### config.mk
export PLATFORM = sky130hd
export DESIGN_NAME = fbls_core
export DESIGN_NICKNAME = d
export VERILOG_FILES = /design/src/rtl/fbls_pkg.sv /design/src/rtl/fbls_core.sv /design/src/rtl/fbls_wregs.sv /design/src/rtl/fbls_ahb_slave.sv
export VERILOG_INCLUDE_DIRS = /design/src /design/src/rtl
export SDC_FILE = /design/constraint.sdc
export NUM_CORES = 1
export LEC_CHECK = 0
export BUFFER_PORTS_ARGS = -buffer_cell sky130_fd_sc_hd__buf_2
export CORE_UTILIZATION = 55
export DETAILED_ROUTE_END_ITERATION = 6
export HOLD_SLACK_MARGIN = 0.03
export MAX_ROUTING_LAYER = met4
export PLACE_DENSITY = 0.73
export REMOVE_ABC_BUFFERS = 1
export SYNTH_ARGS = -nofsm -noshare
export SYNTH_HDL_FRONTEND = slang
export SYNTH_SLANG_ARGS = --single-unit
### constraint.sdc
create_clock -name mclk -period 4.3 [get_ports mclk]
set_clock_uncertainty 0.05 [all_clocks]
set_input_delay 0.43 -clock mclk [delete_from_list [all_inputs] [get_ports mclk]]
set_output_delay 0.43 -clock mclk [all_outputs]
set_load 0.01 [all_outputs]
### src/rtl/fbls_defines.svh
// Constants for the flag, bit and load/store execution block
// Behaviour
// - Flag-set on half-carry forces H high only, one cycle
// - Flag-clear on half-carry forces H low only, one cycle
// - Flag-set on overflow forces V high only, one cycle
// - Flag-clear on overflow forces V low only, one cycle
// - Flag-set on signed flag forces S high only, one cycle
// - Flag-clear on signed flag forces S low only, one cycle
// - Copy bit b of a register into T, only T changes, one cycle
// - Copy T into bit b of a register, flags kept, one cycle
// - Post-increment read: load from pointer, then pointer plus one, two cycles
// - Pre-decrement read: pointer minus one, then load from new address, two cycles
// - Displaced read from Y or Z plus q, pointer kept, two cycles
// - Direct read from address k, two cycles, flags kept
// - Post-increment write to pointer, then pointer plus one, two cycles
// - Pre-decrement write: pointer minus one, then store there, two cycles
`ifndef FBLS_DEFINES_SVH
`define FBLS_DEFINES_SVH
`define FBLS_A_CMD      8'h00
`define FBLS_A_KWORD    8'h04
`define FBLS_A_FLAGS    8'h08
`define FBLS_A_STAT     8'h0c
`define FBLS_A_WSEL     8'h10
`define FBLS_A_WDATA    8'h14
`define FBLS_OP_FSET    4'h0
`define FBLS_OP_FCLR    4'h1
`define FBLS_OP_RBIT2T  4'h2
`define FBLS_OP_T2RBIT  4'h3
`define FBLS_OP_SWAP    4'h4
`define FBLS_OP_PCOPY   4'h5
`define FBLS_OP_LDI     4'h6
`define FBLS_OP_RDISP   4'h7
`define FBLS_OP_RDIRK   4'h8
`define FBLS_OP_STI     4'h9
`define FBLS_IR_OP      15:12
`define FBLS_IR_RD      11:7
`define FBLS_IR_PD      11:8
`define FBLS_IR_PR      6:3
`define FBLS_IR_BIT     2:0
`define FBLS_IR_PSEL    6:5
`define FBLS_IR_PMODE   4:3
`define FBLS_IR_DSEL    6
`define FBLS_IR_DISP    5:0
`define FBLS_F_C        3'h0
`define FBLS_F_Z        3'h1
`define FBLS_F_N        3'h2
`define FBLS_F_V        3'h3
`define FBLS_F_S        3'h4
`define FBLS_F_H        3'h5
`define FBLS_F_T        3'h6
`define FBLS_F_I        3'h7
`define FBLS_PTR_X      2'h0
`define FBLS_PTR_Y      2'h1
`define FBLS_PTR_Z      2'h2
`define FBLS_MODE_PLAIN 2'h0
`define FBLS_MODE_INC   2'h1
`define FBLS_MODE_DEC   2'h2
`define FBLS_PAIR_X     4'hd
`define FBLS_PAIR_Y     4'he
`define FBLS_PAIR_Z     4'hf
`define FBLS_FLAGS_RST  8'h00
`define FBLS_WREG_RST   8'h00
`define FBLS_CYC_ONE    4'h1
`define FBLS_CYC_TWO    4'h2
`endif

### src/rtl/fbls_pkg.sv
// Types shared by the execution block
package fbls_pkg;
   typedef enum logic [2:0] {
      FBLS_IDLE = 3'h1,
      FBLS_EX1  = 3'h2,
      FBLS_EX2  = 3'h4
   } fbls_state_type;
endpackage

### src/rtl/fbls_core.sv
// Flag, bit-transfer and load/store execution core with AHB-Lite control
//
// Register access over AHB-Lite and the register offsets are this design's own decisions.
`timescale 1ns/1ps
`include "fbls_defines.svh"
module fbls_core import fbls_pkg::*; #(
   parameter int SAW  = 16,
   parameter int NREG = 32
) (
   input  wire logic           mclk,
   input  wire logic           rst,
   input  wire logic           hsel,
   input  wire logic [31:0]    haddr,
   input  wire logic [1:0]     htrans,
   input  wire logic           hwrite,
   input  wire logic [2:0]     hsize,
   input  wire logic [31:0]    hwdata,
   input  wire logic           hready,
   output logic                hreadyout,
   output logic                hresp,
   output logic      [31:0]    hrdata,
   output logic      [SAW-1:0] sram_addr,
   output logic      [7:0]     sram_wdata,
   output logic                sram_we,
   output logic                sram_re,
   input  wire logic [7:0]     sram_rdata,
   output logic      [7:0]     flags,
   output logic                busy
);
   localparam int RAW = $clog2(NREG);

   fbls_state_type state_q;
   fbls_state_type state_d;
   logic [15:0]    ir_q;
   logic [15:0]    kword_q;
   logic [7:0]     flags_q;
   logic [RAW-1:0] wsel_q;
   logic [3:0]     cyc_q;
   logic [SAW-1:0] sram_addr_q;
   logic [7:0]     sram_wdata_q;
   logic           sram_we_q;
   logic           sram_re_q;

   logic           wr_en;
   logic [7:0]     wr_addr;
   logic [31:0]    wr_data;
   logic [7:0]     rd_addr;
   logic [31:0]    rd_data;

   logic [3:0]     op;
   logic [2:0]     bit_f;
   logic [1:0]     mode;
   logic           ex1;
   logic           ex2;
   logic           idle;
   logic           go;
   logic           is_mem;
   logic           is_store;
   logic           ptr_upd;
   logic [RAW-2:0] ptr_idx;
   logic [15:0]    ptr_val;
   logic [15:0]    ptr_new;
   logic [15:0]    ea;
   logic [7:0]     rd_val;
   logic [7:0]     sel_val;
   logic [15:0]    src_pair;
   logic           byte_we;
   logic [RAW-1:0] byte_wa;
   logic [7:0]     byte_wd;
   logic           pair_we;
   logic [RAW-2:0] pair_wa;
   logic [15:0]    pair_wd;

   ////////////////////////////////////////////////////////////////////////////
   function automatic logic [7:0] flag_mask(input logic [2:0] pos);
      flag_mask = 8'h01 << pos;
   endfunction

   function automatic logic [3:0] ptr_pair(input logic [1:0] sel);
      case (sel)
         `FBLS_PTR_X: ptr_pair = `FBLS_PAIR_X;
         `FBLS_PTR_Y: ptr_pair = `FBLS_PAIR_Y;
         default:     ptr_pair = `FBLS_PAIR_Z;
      endcase
   endfunction

   ////////////////////////////////////////////////////////////////////////////
   fbls_ahb_slave fbls_ahb_slave_inst (
      .mclk      (mclk),
      .rst       (rst),
      .hsel      (hsel),
      .haddr     (haddr),
      .htrans    (htrans),
      .hwrite    (hwrite),
      .hsize     (hsize),
      .hwdata    (hwdata),
      .hready    (hready),
      .hreadyout (hreadyout),
      .hresp     (hresp),
      .hrdata    (hrdata),
      .stall     (busy),
      .wr_en     (wr_en),
      .wr_addr   (wr_addr),
      .wr_data   (wr_data),
      .rd_addr   (rd_addr),
      .rd_data   (rd_data)
   );

   fbls_wregs #(
      .NREG (NREG)
   ) fbls_wregs_inst (
      .mclk    (mclk),
      .rst     (rst),
      .byte_we (byte_we),
      .byte_wa (byte_wa),
      .byte_wd (byte_wd),
      .pair_we (pair_we),
      .pair_wa (pair_wa),
      .pair_wd (pair_wd),
      .ra_a    (ir_q[`FBLS_IR_RD]),
      .ra_b    (wsel_q),
      .pa_a    (ptr_idx),
      .pa_b    (ir_q[`FBLS_IR_PR]),
      .rd_a    (rd_val),
      .rd_b    (sel_val),
      .pd_a    (ptr_val),
      .pd_b    (src_pair)
   );

   ////////////////////////////////////////////////////////////////////////////
   // Decode
   assign op       = ir_q[`FBLS_IR_OP];
   assign bit_f    = ir_q[`FBLS_IR_BIT];
   assign mode     = ir_q[`FBLS_IR_PMODE];
   assign ex1      = state_q == FBLS_EX1;
   assign ex2      = state_q == FBLS_EX2;
   assign idle     = state_q == FBLS_IDLE;
   assign busy     = !idle;
   assign go       = wr_en && wr_addr == `FBLS_A_CMD;
   assign is_store = op == `FBLS_OP_STI;
   assign is_mem   = op == `FBLS_OP_LDI || op == `FBLS_OP_RDISP || op == `FBLS_OP_RDIRK || is_store;
   assign ptr_upd  = ex1 && (op == `FBLS_OP_LDI || is_store) && mode != `FBLS_MODE_PLAIN;
   assign ptr_idx  = (op == `FBLS_OP_RDISP) ? (ir_q[`FBLS_IR_DSEL] ? `FBLS_PAIR_Z : `FBLS_PAIR_Y)
                                          : ptr_pair(ir_q[`FBLS_IR_PSEL]);
   assign ptr_new  = (mode == `FBLS_MODE_DEC) ? ptr_val - 16'h0001 : ptr_val + 16'h0001;

   always_comb begin
      case (op)
         `FBLS_OP_RDISP: ea = ptr_val + {10'h000, ir_q[`FBLS_IR_DISP]};
         `FBLS_OP_RDIRK: ea = kword_q;
         default:        ea = (mode == `FBLS_MODE_DEC) ? ptr_new : ptr_val;
      endcase
   end

   ////////////////////////////////////////////////////////////////////////////
   // Sequencer: one cycle for register ops, two for memory ops
   always_comb begin
      case (state_q)
         FBLS_IDLE: state_d = go ? FBLS_EX1 : FBLS_IDLE;
         FBLS_EX1:  state_d = is_mem ? FBLS_EX2 : FBLS_IDLE;
         FBLS_EX2:  state_d = FBLS_IDLE;
         default:   state_d = FBLS_IDLE;
      endcase
   end

   always_ff @(posedge mclk) begin
      if (rst) begin
         state_q <= FBLS_IDLE;
      end else begin
         state_q <= state_d;
      end
   end

   always_ff @(posedge mclk) begin
      if (rst) begin
         cyc_q <= 4'h0;
      end else if (go) begin
         cyc_q <= `FBLS_CYC_ONE;
      end else if (ex1 && is_mem) begin
         cyc_q <= `FBLS_CYC_TWO;
      end
   end

   ////////////////////////////////////////////////////////////////////////////
   // Software-visible registers; bus writes only land while idle
   always_ff @(posedge mclk) begin
      if (rst) begin
         ir_q    <= 16'h0000;
         kword_q <= 16'h0000;
         wsel_q  <= '0;
      end else if (wr_en) begin
         case (wr_addr)
            `FBLS_A_CMD:   ir_q    <= wr_data[15:0];
            `FBLS_A_KWORD: kword_q <= wr_data[15:0];
            `FBLS_A_WSEL:  wsel_q  <= wr_data[RAW-1:0];
            default:       ;
         endcase
      end
   end

   always_comb begin
      case (rd_addr)
         `FBLS_A_CMD:   rd_data = {16'h0000, ir_q};
         `FBLS_A_KWORD: rd_data = {16'h0000, kword_q};
         `FBLS_A_FLAGS: rd_data = {24'h000000, flags_q};
         `FBLS_A_STAT:  rd_data = {20'h00000, cyc_q, 7'h00, busy};
         `FBLS_A_WSEL:  rd_data = {{(32-RAW){1'b0}}, wsel_q};
         `FBLS_A_WDATA: rd_data = {24'h000000, sel_val};
         default:       rd_data = 32'h0000_0000;
      endcase
   end

   ////////////////////////////////////////////////////////////////////////////
   // Flags register
   always_ff @(posedge mclk) begin
      if (rst) begin
         flags_q <= `FBLS_FLAGS_RST;
      end else if (ex1 && op == `FBLS_OP_FSET) begin
         flags_q <= flags_q | flag_mask(bit_f);
      end else if (ex1 && op == `FBLS_OP_FCLR) begin
         flags_q <= flags_q & ~flag_mask(bit_f);
      end else if (ex1 && op == `FBLS_OP_RBIT2T) begin
         flags_q[`FBLS_F_T] <= rd_val[bit_f];
      end else if (wr_en && wr_addr == `FBLS_A_FLAGS) begin
         flags_q <= wr_data[7:0];
      end
   end
   assign flags = flags_q;

   ////////////////////////////////////////////////////////////////////////////
   // Register file write steering
   always_comb begin
      byte_we = 1'b0;
      byte_wa = ir_q[`FBLS_IR_RD];
      byte_wd = rd_val;
      if (ex1 && op == `FBLS_OP_T2RBIT) begin
         byte_we        = 1'b1;
         byte_wd[bit_f] = flags_q[`FBLS_F_T];
      end else if (ex1 && op == `FBLS_OP_SWAP) begin
         byte_we = 1'b1;
         byte_wd = {rd_val[3:0], rd_val[7:4]};
      end else if (ex2 && !is_store) begin
         byte_we = 1'b1;
         byte_wd = sram_rdata;
      end else if (wr_en && wr_addr == `FBLS_A_WDATA) begin
         byte_we = 1'b1;
         byte_wa = wsel_q;
         byte_wd = wr_data[7:0];
      end
   end

   always_comb begin
      pair_we = 1'b0;
      pair_wa = ptr_idx;
      pair_wd = ptr_new;
      if (ex1 && op == `FBLS_OP_PCOPY) begin
         pair_we = 1'b1;
         pair_wa = ir_q[`FBLS_IR_PD];
         pair_wd = src_pair;
      end else if (ptr_upd) begin
         pair_we = 1'b1;
      end
   end

   ////////////////////////////////////////////////////////////////////////////
   // Data SRAM port; address latched on the same edge that moves the pointer
   always_ff @(posedge mclk) begin
      if (rst) begin
         sram_addr_q  <= '0;
         sram_wdata_q <= 8'h00;
      end else if (ex1 && is_mem) begin
         sram_addr_q  <= ea[SAW-1:0];
         sram_wdata_q <= rd_val;
      end
   end

   always_ff @(posedge mclk) begin
      if (rst) begin
         sram_we_q <= 1'b0;
         sram_re_q <= 1'b0;
      end else begin
         sram_we_q <= ex1 && is_store;
         sram_re_q <= ex1 && is_mem && !is_store;
      end
   end

   assign sram_addr  = sram_addr_q;
   assign sram_wdata = sram_wdata_q;
   assign sram_we    = sram_we_q;
   assign sram_re    = sram_re_q;
endmodule

### src/rtl/fbls_wregs.sv
// Working register file: byte and pair write ports, combinational reads
`timescale 1ns/1ps
`include "fbls_defines.svh"
module fbls_wregs #(
   parameter int NREG = 32
) (
   input  wire logic                      mclk,
   input  wire logic                      rst,
   input  wire logic                      byte_we,
   input  wire logic [$clog2(NREG)-1:0]   byte_wa,
   input  wire logic [7:0]                byte_wd,
   input  wire logic                      pair_we,
   input  wire logic [$clog2(NREG)-2:0]   pair_wa,
   input  wire logic [15:0]               pair_wd,
   input  wire logic [$clog2(NREG)-1:0]   ra_a,
   input  wire logic [$clog2(NREG)-1:0]   ra_b,
   input  wire logic [$clog2(NREG)-2:0]   pa_a,
   input  wire logic [$clog2(NREG)-2:0]   pa_b,
   output logic      [7:0]                rd_a,
   output logic      [7:0]                rd_b,
   output logic      [15:0]               pd_a,
   output logic      [15:0]               pd_b
);
   localparam int AW = $clog2(NREG);
   logic [7:0] regs_q [NREG];

   ////////////////////////////////////////////////////////////////////////////
   // Byte port wins over pair port when both hit one register
   for (genvar i = 0; i < NREG; i++) begin : g_reg
      always_ff @(posedge mclk) begin
         if (rst) begin
            regs_q[i] <= `FBLS_WREG_RST;
         end else if (byte_we && byte_wa == AW'(i)) begin
            regs_q[i] <= byte_wd;
         end else if (pair_we && pair_wa == (AW-1)'(i / 2)) begin
            regs_q[i] <= (i % 2 == 1) ? pair_wd[15:8] : pair_wd[7:0];
         end
      end
   end

   ////////////////////////////////////////////////////////////////////////////
   assign rd_a = regs_q[ra_a];
   assign rd_b = regs_q[ra_b];
   assign pd_a = {regs_q[{pa_a, 1'b1}], regs_q[{pa_a, 1'b0}]};
   assign pd_b = {regs_q[{pa_b, 1'b1}], regs_q[{pa_b, 1'b0}]};
endmodule

### src/rtl/fbls_ahb_slave.sv
// AHB-Lite slave front end: word registers, registered read data
`timescale 1ns/1ps
`include "fbls_defines.svh"
module fbls_ahb_slave (
   input  wire logic        mclk,
   input  wire logic        rst,
   input  wire logic        hsel,
   input  wire logic [31:0] haddr,
   input  wire logic [1:0]  htrans,
   input  wire logic        hwrite,
   input  wire logic [2:0]  hsize,
   input  wire logic [31:0] hwdata,
   input  wire logic        hready,
   output logic             hreadyout,
   output logic             hresp,
   output logic      [31:0] hrdata,
   input  wire logic        stall,
   output logic             wr_en,
   output logic      [7:0]  wr_addr,
   output logic      [31:0] wr_data,
   output logic      [7:0]  rd_addr,
   input  wire logic [31:0] rd_data
);
   logic       dp_wr_q;
   logic [7:0] dp_addr_q;
   logic       take;

   // Only whole-word transfers are expected; hsize is not checked
   assign take = hsel && htrans[1] && hready;

   ////////////////////////////////////////////////////////////////////////////
   always_ff @(posedge mclk) begin
      if (rst) begin
         dp_wr_q   <= 1'b0;
         dp_addr_q <= 8'h00;
      end else if (hready) begin
         dp_wr_q   <= take && hwrite;
         dp_addr_q <= haddr[7:0];
      end
   end

   // Read data sampled at the address phase edge
   always_ff @(posedge mclk) begin
      if (rst) begin
         hrdata <= 32'h0000_0000;
      end else if (take && !hwrite) begin
         hrdata <= rd_data;
      end
   end

   ////////////////////////////////////////////////////////////////////////////
   // Writes wait while an instruction runs
   assign hreadyout = !(dp_wr_q && stall);
   assign hresp     = 1'b0;
   assign wr_en     = dp_wr_q && !stall;
   assign wr_addr   = dp_addr_q;
   assign wr_data   = hwdata;
   assign rd_addr   = haddr[7:0];
endmodule

==> run metrics <==
outcome=finished clean; Least-Margin Pin Slew=1.06 ns; number of buffers created by CTS=43; Synth cell types=94; static leakage=9.30 nW; Crit path largest cell delay=0.56 ns; Hold Crit Class=input pin to flop; layout cells sized above 1=0.288; Top Ports=151; initial DRC count=4,162; worst reg2reg path startpoint=ir_q[15]; global-route wire length before repair=142 mm; clk slew on worst S/H paths=0.06 ns; TritonRoute pass-1 iters=7; initial antenna violation count=2; CTS tree=done; Post-DP HPWL=71.0 mm; Setup TNS=0 ns; Syn Std Cell Area=0.0240 mm^2; Final Util=0.628; Die H=211 um; CP required=4.63 ns; post-route cell area=0.0271 mm^2; Post-DRT Antenna Nets=0; worst path arrival time=4.56 ns; Initial Util=0.558; hold depth=3; Final Power=8.52 mW; minimum clock period=4.24 ns; Hold Violations, Final=0; asr flop ratio synth=0; MaxCap Viol Count=0; gr usage total=0.466; core area=0.0431 mm^2; routed wire length=99.4 mm; EDFF count, synth=256; Wirelength per Cell=35.7 um; filler instances=3,426; die extent in x=211 um; Slew Viols, Final=0; critical path class=flop to flop; Hold EP=kword_q[11]; Final setup viols=0; crit path launch type=flop; Num Clock Sinks=371; Root Driver=clkbuf_16; port bufs=89; Reg2Reg Setup Slack=0.06 ns; largest net degree at the start of global routing=79; Hold Startpoint=hwdata[11]; Peak Freq=236 MHz; CTS H-tree lvls=2; final std cells w/o fill=2,786; footprint of the multi-input gates=0.0130 mm^2; R2R Path End=fbls_wregs_inst.regs_q[29][2]; fin nets=2,269; via count=21,399; Crit. End Element=flop; met3 WL=15.9 mm; die area=0.0446 mm^2; met2 WL=43.2 mm; Worst-Skew Late Latency=0.61 ns; Synth Register Bits=371; sequential area share after synthesis=0.415; Critical Path Fanout Max=16; dpl cell area=0.0255 mm^2; vias in the first global route=20,223; clk buf depth=3; GR Overflow Total=0; slowest CP cell=o21ai_0; CP delay by family, top=compound AO/OA/AOI/OAI gates; worst-path cell chain=and4b_1 > nor2_4 > buf_4 > mux2i_1 > o21ai_0 > ha_1 > o21a_1 > nor2_1 > o21bai_1 > o311ai_4 > nand2b_1 > a21oi_1 > xnor2_1 > mux2i_2 > buf_12 > o22ai_1; yosys warns=0; Avg Cell Area, Syn=11.6 um^2; Via density=7.68; period utilisation layout=0.985; unrepaired setup endpoints after global routing=no; register area=0.0100 mm^2; cells after synthesis=2,066; Area Growth Syn to Fin=12.5%; Slew HR=0.292; gp weighted congestion=1.03; # rows=76; residual DRC count=0; power per cell area=315 mW/mm^2; worst vdd ir=290 uV; Top Layer Used=met4; CP bufs+invs=2; Placed Cells=2,698; met1 wire length=31.6 mm; R2R depth=16; Primary FF master, synth=edfxtp_1
-- flip-flops by register name (all words and copies together) (netlist names), named ones only --
register                     flops
ir_q                            16
fbls_ahb_slave_inst.hrdata      16
sram_wdata                       8
wsel_q                           5
kword_q                         16
fbls_ahb_slave_inst.dp_wr_q      1
state_q                          3
sram_we                          1
cyc_q                            2
fbls_wregs_inst.regs_q         256
fbls_ahb_slave_inst.wr_addr      8
sram_re                          1
sram_addr                       16
flags                            8
-- power by group --
group	internal, mW	switching [mW]	total [mW]
registers	3.90	0.118	4.01
logic	0.258	0.423	0.681
clock network	2.21	1.62	3.83
-- worst min-delay path, stage by stage --
cell	delay [ns]
buf_2	0.11
nand2_1	0.06
a21oi_1	0.06
-- cells by family (layout without fill, tap and decap cells) --
family	count (synthesis)	count (layout)	synth area share
multiplexers	275	275	0.231
XOR/XNOR	29	29	0.0106
AND/OR/NAND/NOR	518	518	0.110
buffers and inverters	230	347	0.0502
adder cells (fa/ha/maj)	23	23	0.0126
AO/OA/AOI/OAI	619	619	0.170
flip-flops	371	371	0.415
other	1	19	0.000156
-- Yosys cell counts (all sizes together), types with 21 or more instances --
cell type,number,area [um^2]
nand3,36,185
edfxtp,256,7690
a211oi,27,208
nor3,25,146
a22oi,43,328
clkbuf,89,335
buf,121,797
nand2,221,947
a21oi,96,480
mux4,222,5000
mux2i,48,500
nor2,129,554
o22ai,249,1560
dfxtp,115,2300
o21ai,90,458
ha,21,263
-- cell type report --
| type | count | share of cell area |
|---|---|---|
| diodes | 2 | 0.000185 |
| clock buffers | 53 | 0.0423 |
| clock inverters | 27 | 0.0113 |
| inverters | 20 | 0.00277 |
| multi-input cells | 1481 | 0.479 |
| flip-flops and latches | 371 | 0.370 |
| well taps | 585 | 0.0271 |
| repair buffers | 247 | 0.0673 |
-- worst max path at each step --
stage	startpoint	end	slack (ns)	cells past startpoint
6_report	ir_q[15]	fbls_wregs_inst.regs_q[29][2]	0.06	16
5_1_grt	ir_q[13]	fbls_wregs_inst.regs_q[29][7]	0.02	17
4_1_cts	ir_q[15]	fbls_wregs_inst.regs_q[13][4]	0.13	17
3_5_place_dp	ir_q[14]	fbls_wregs_inst.regs_q[13][4]	0.20	17
3_3_place_gp	ir_q[14]	fbls_wregs_inst.regs_q[13][4]	0.26	16
2_1_floorplan	flop	fbls_wregs_inst.regs_q[16][6]	-0.76	6
-- timing repair --
| action | CTS | global route |
|---|---|---|
| endpoints found under the hold margin | 6 | 0 |
| hold buffers | 5 | 0 |
| gates resized for setup | 0 | 7 |
| setup endpoints to repair | 0 | 48 |
| setup buffers | 0 | 1 |
-- metal layers --
metal,vias to the layer above,track usage
li1,8476,-
met5,-,-
met4,0,0.300
met2,2113,0.675
met3,524,0.158
met1,10286,0.555
-- cell usage in the layout (no fill, tap or decap), types with 17 or more instances in the layout --
cell | synthesis | layout
mux4_2 | 221 | 221
a21oi_1 | 96 | 96
inv_1 | 19 | 19
o22ai_1 | 248 | 247
conb_1 | 1 | 17
nor2b_1 | 18 | 18
clkbuf_16 | 0 | 43
mux2i_1 | 45 | 45
dfxtp_1 | 115 | 107
nor3_1 | 22 | 22
nand2_2 | 17 | 17
ha_1 | 21 | 20
a221oi_1 | 17 | 17
o21ai_0 | 77 | 73
nand2_1 | 194 | 194
nand3_1 | 35 | 35
a22o_1 | 20 | 20
buf_2 | 42 | 88
buf_4 | 51 | 140
xnor2_1 | 20 | 20
nor2_1 | 115 | 114
a211oi_1 | 26 | 26
edfxtp_1 | 256 | 256
a22oi_1 | 42 | 42
-- per-stage QoR --
stage	hold slack, ns	worst slack (ns)
6_report	0.0520	0.0650
5_1_grt	0.0507	0.0182
4_1_cts	0.0302	0.133
3_5_place_dp	0.380	0.199
3_3_place_gp	0.386	0.262
2_1_floorplan	0.380	-0.763
(Power assumes the default switching activity.)
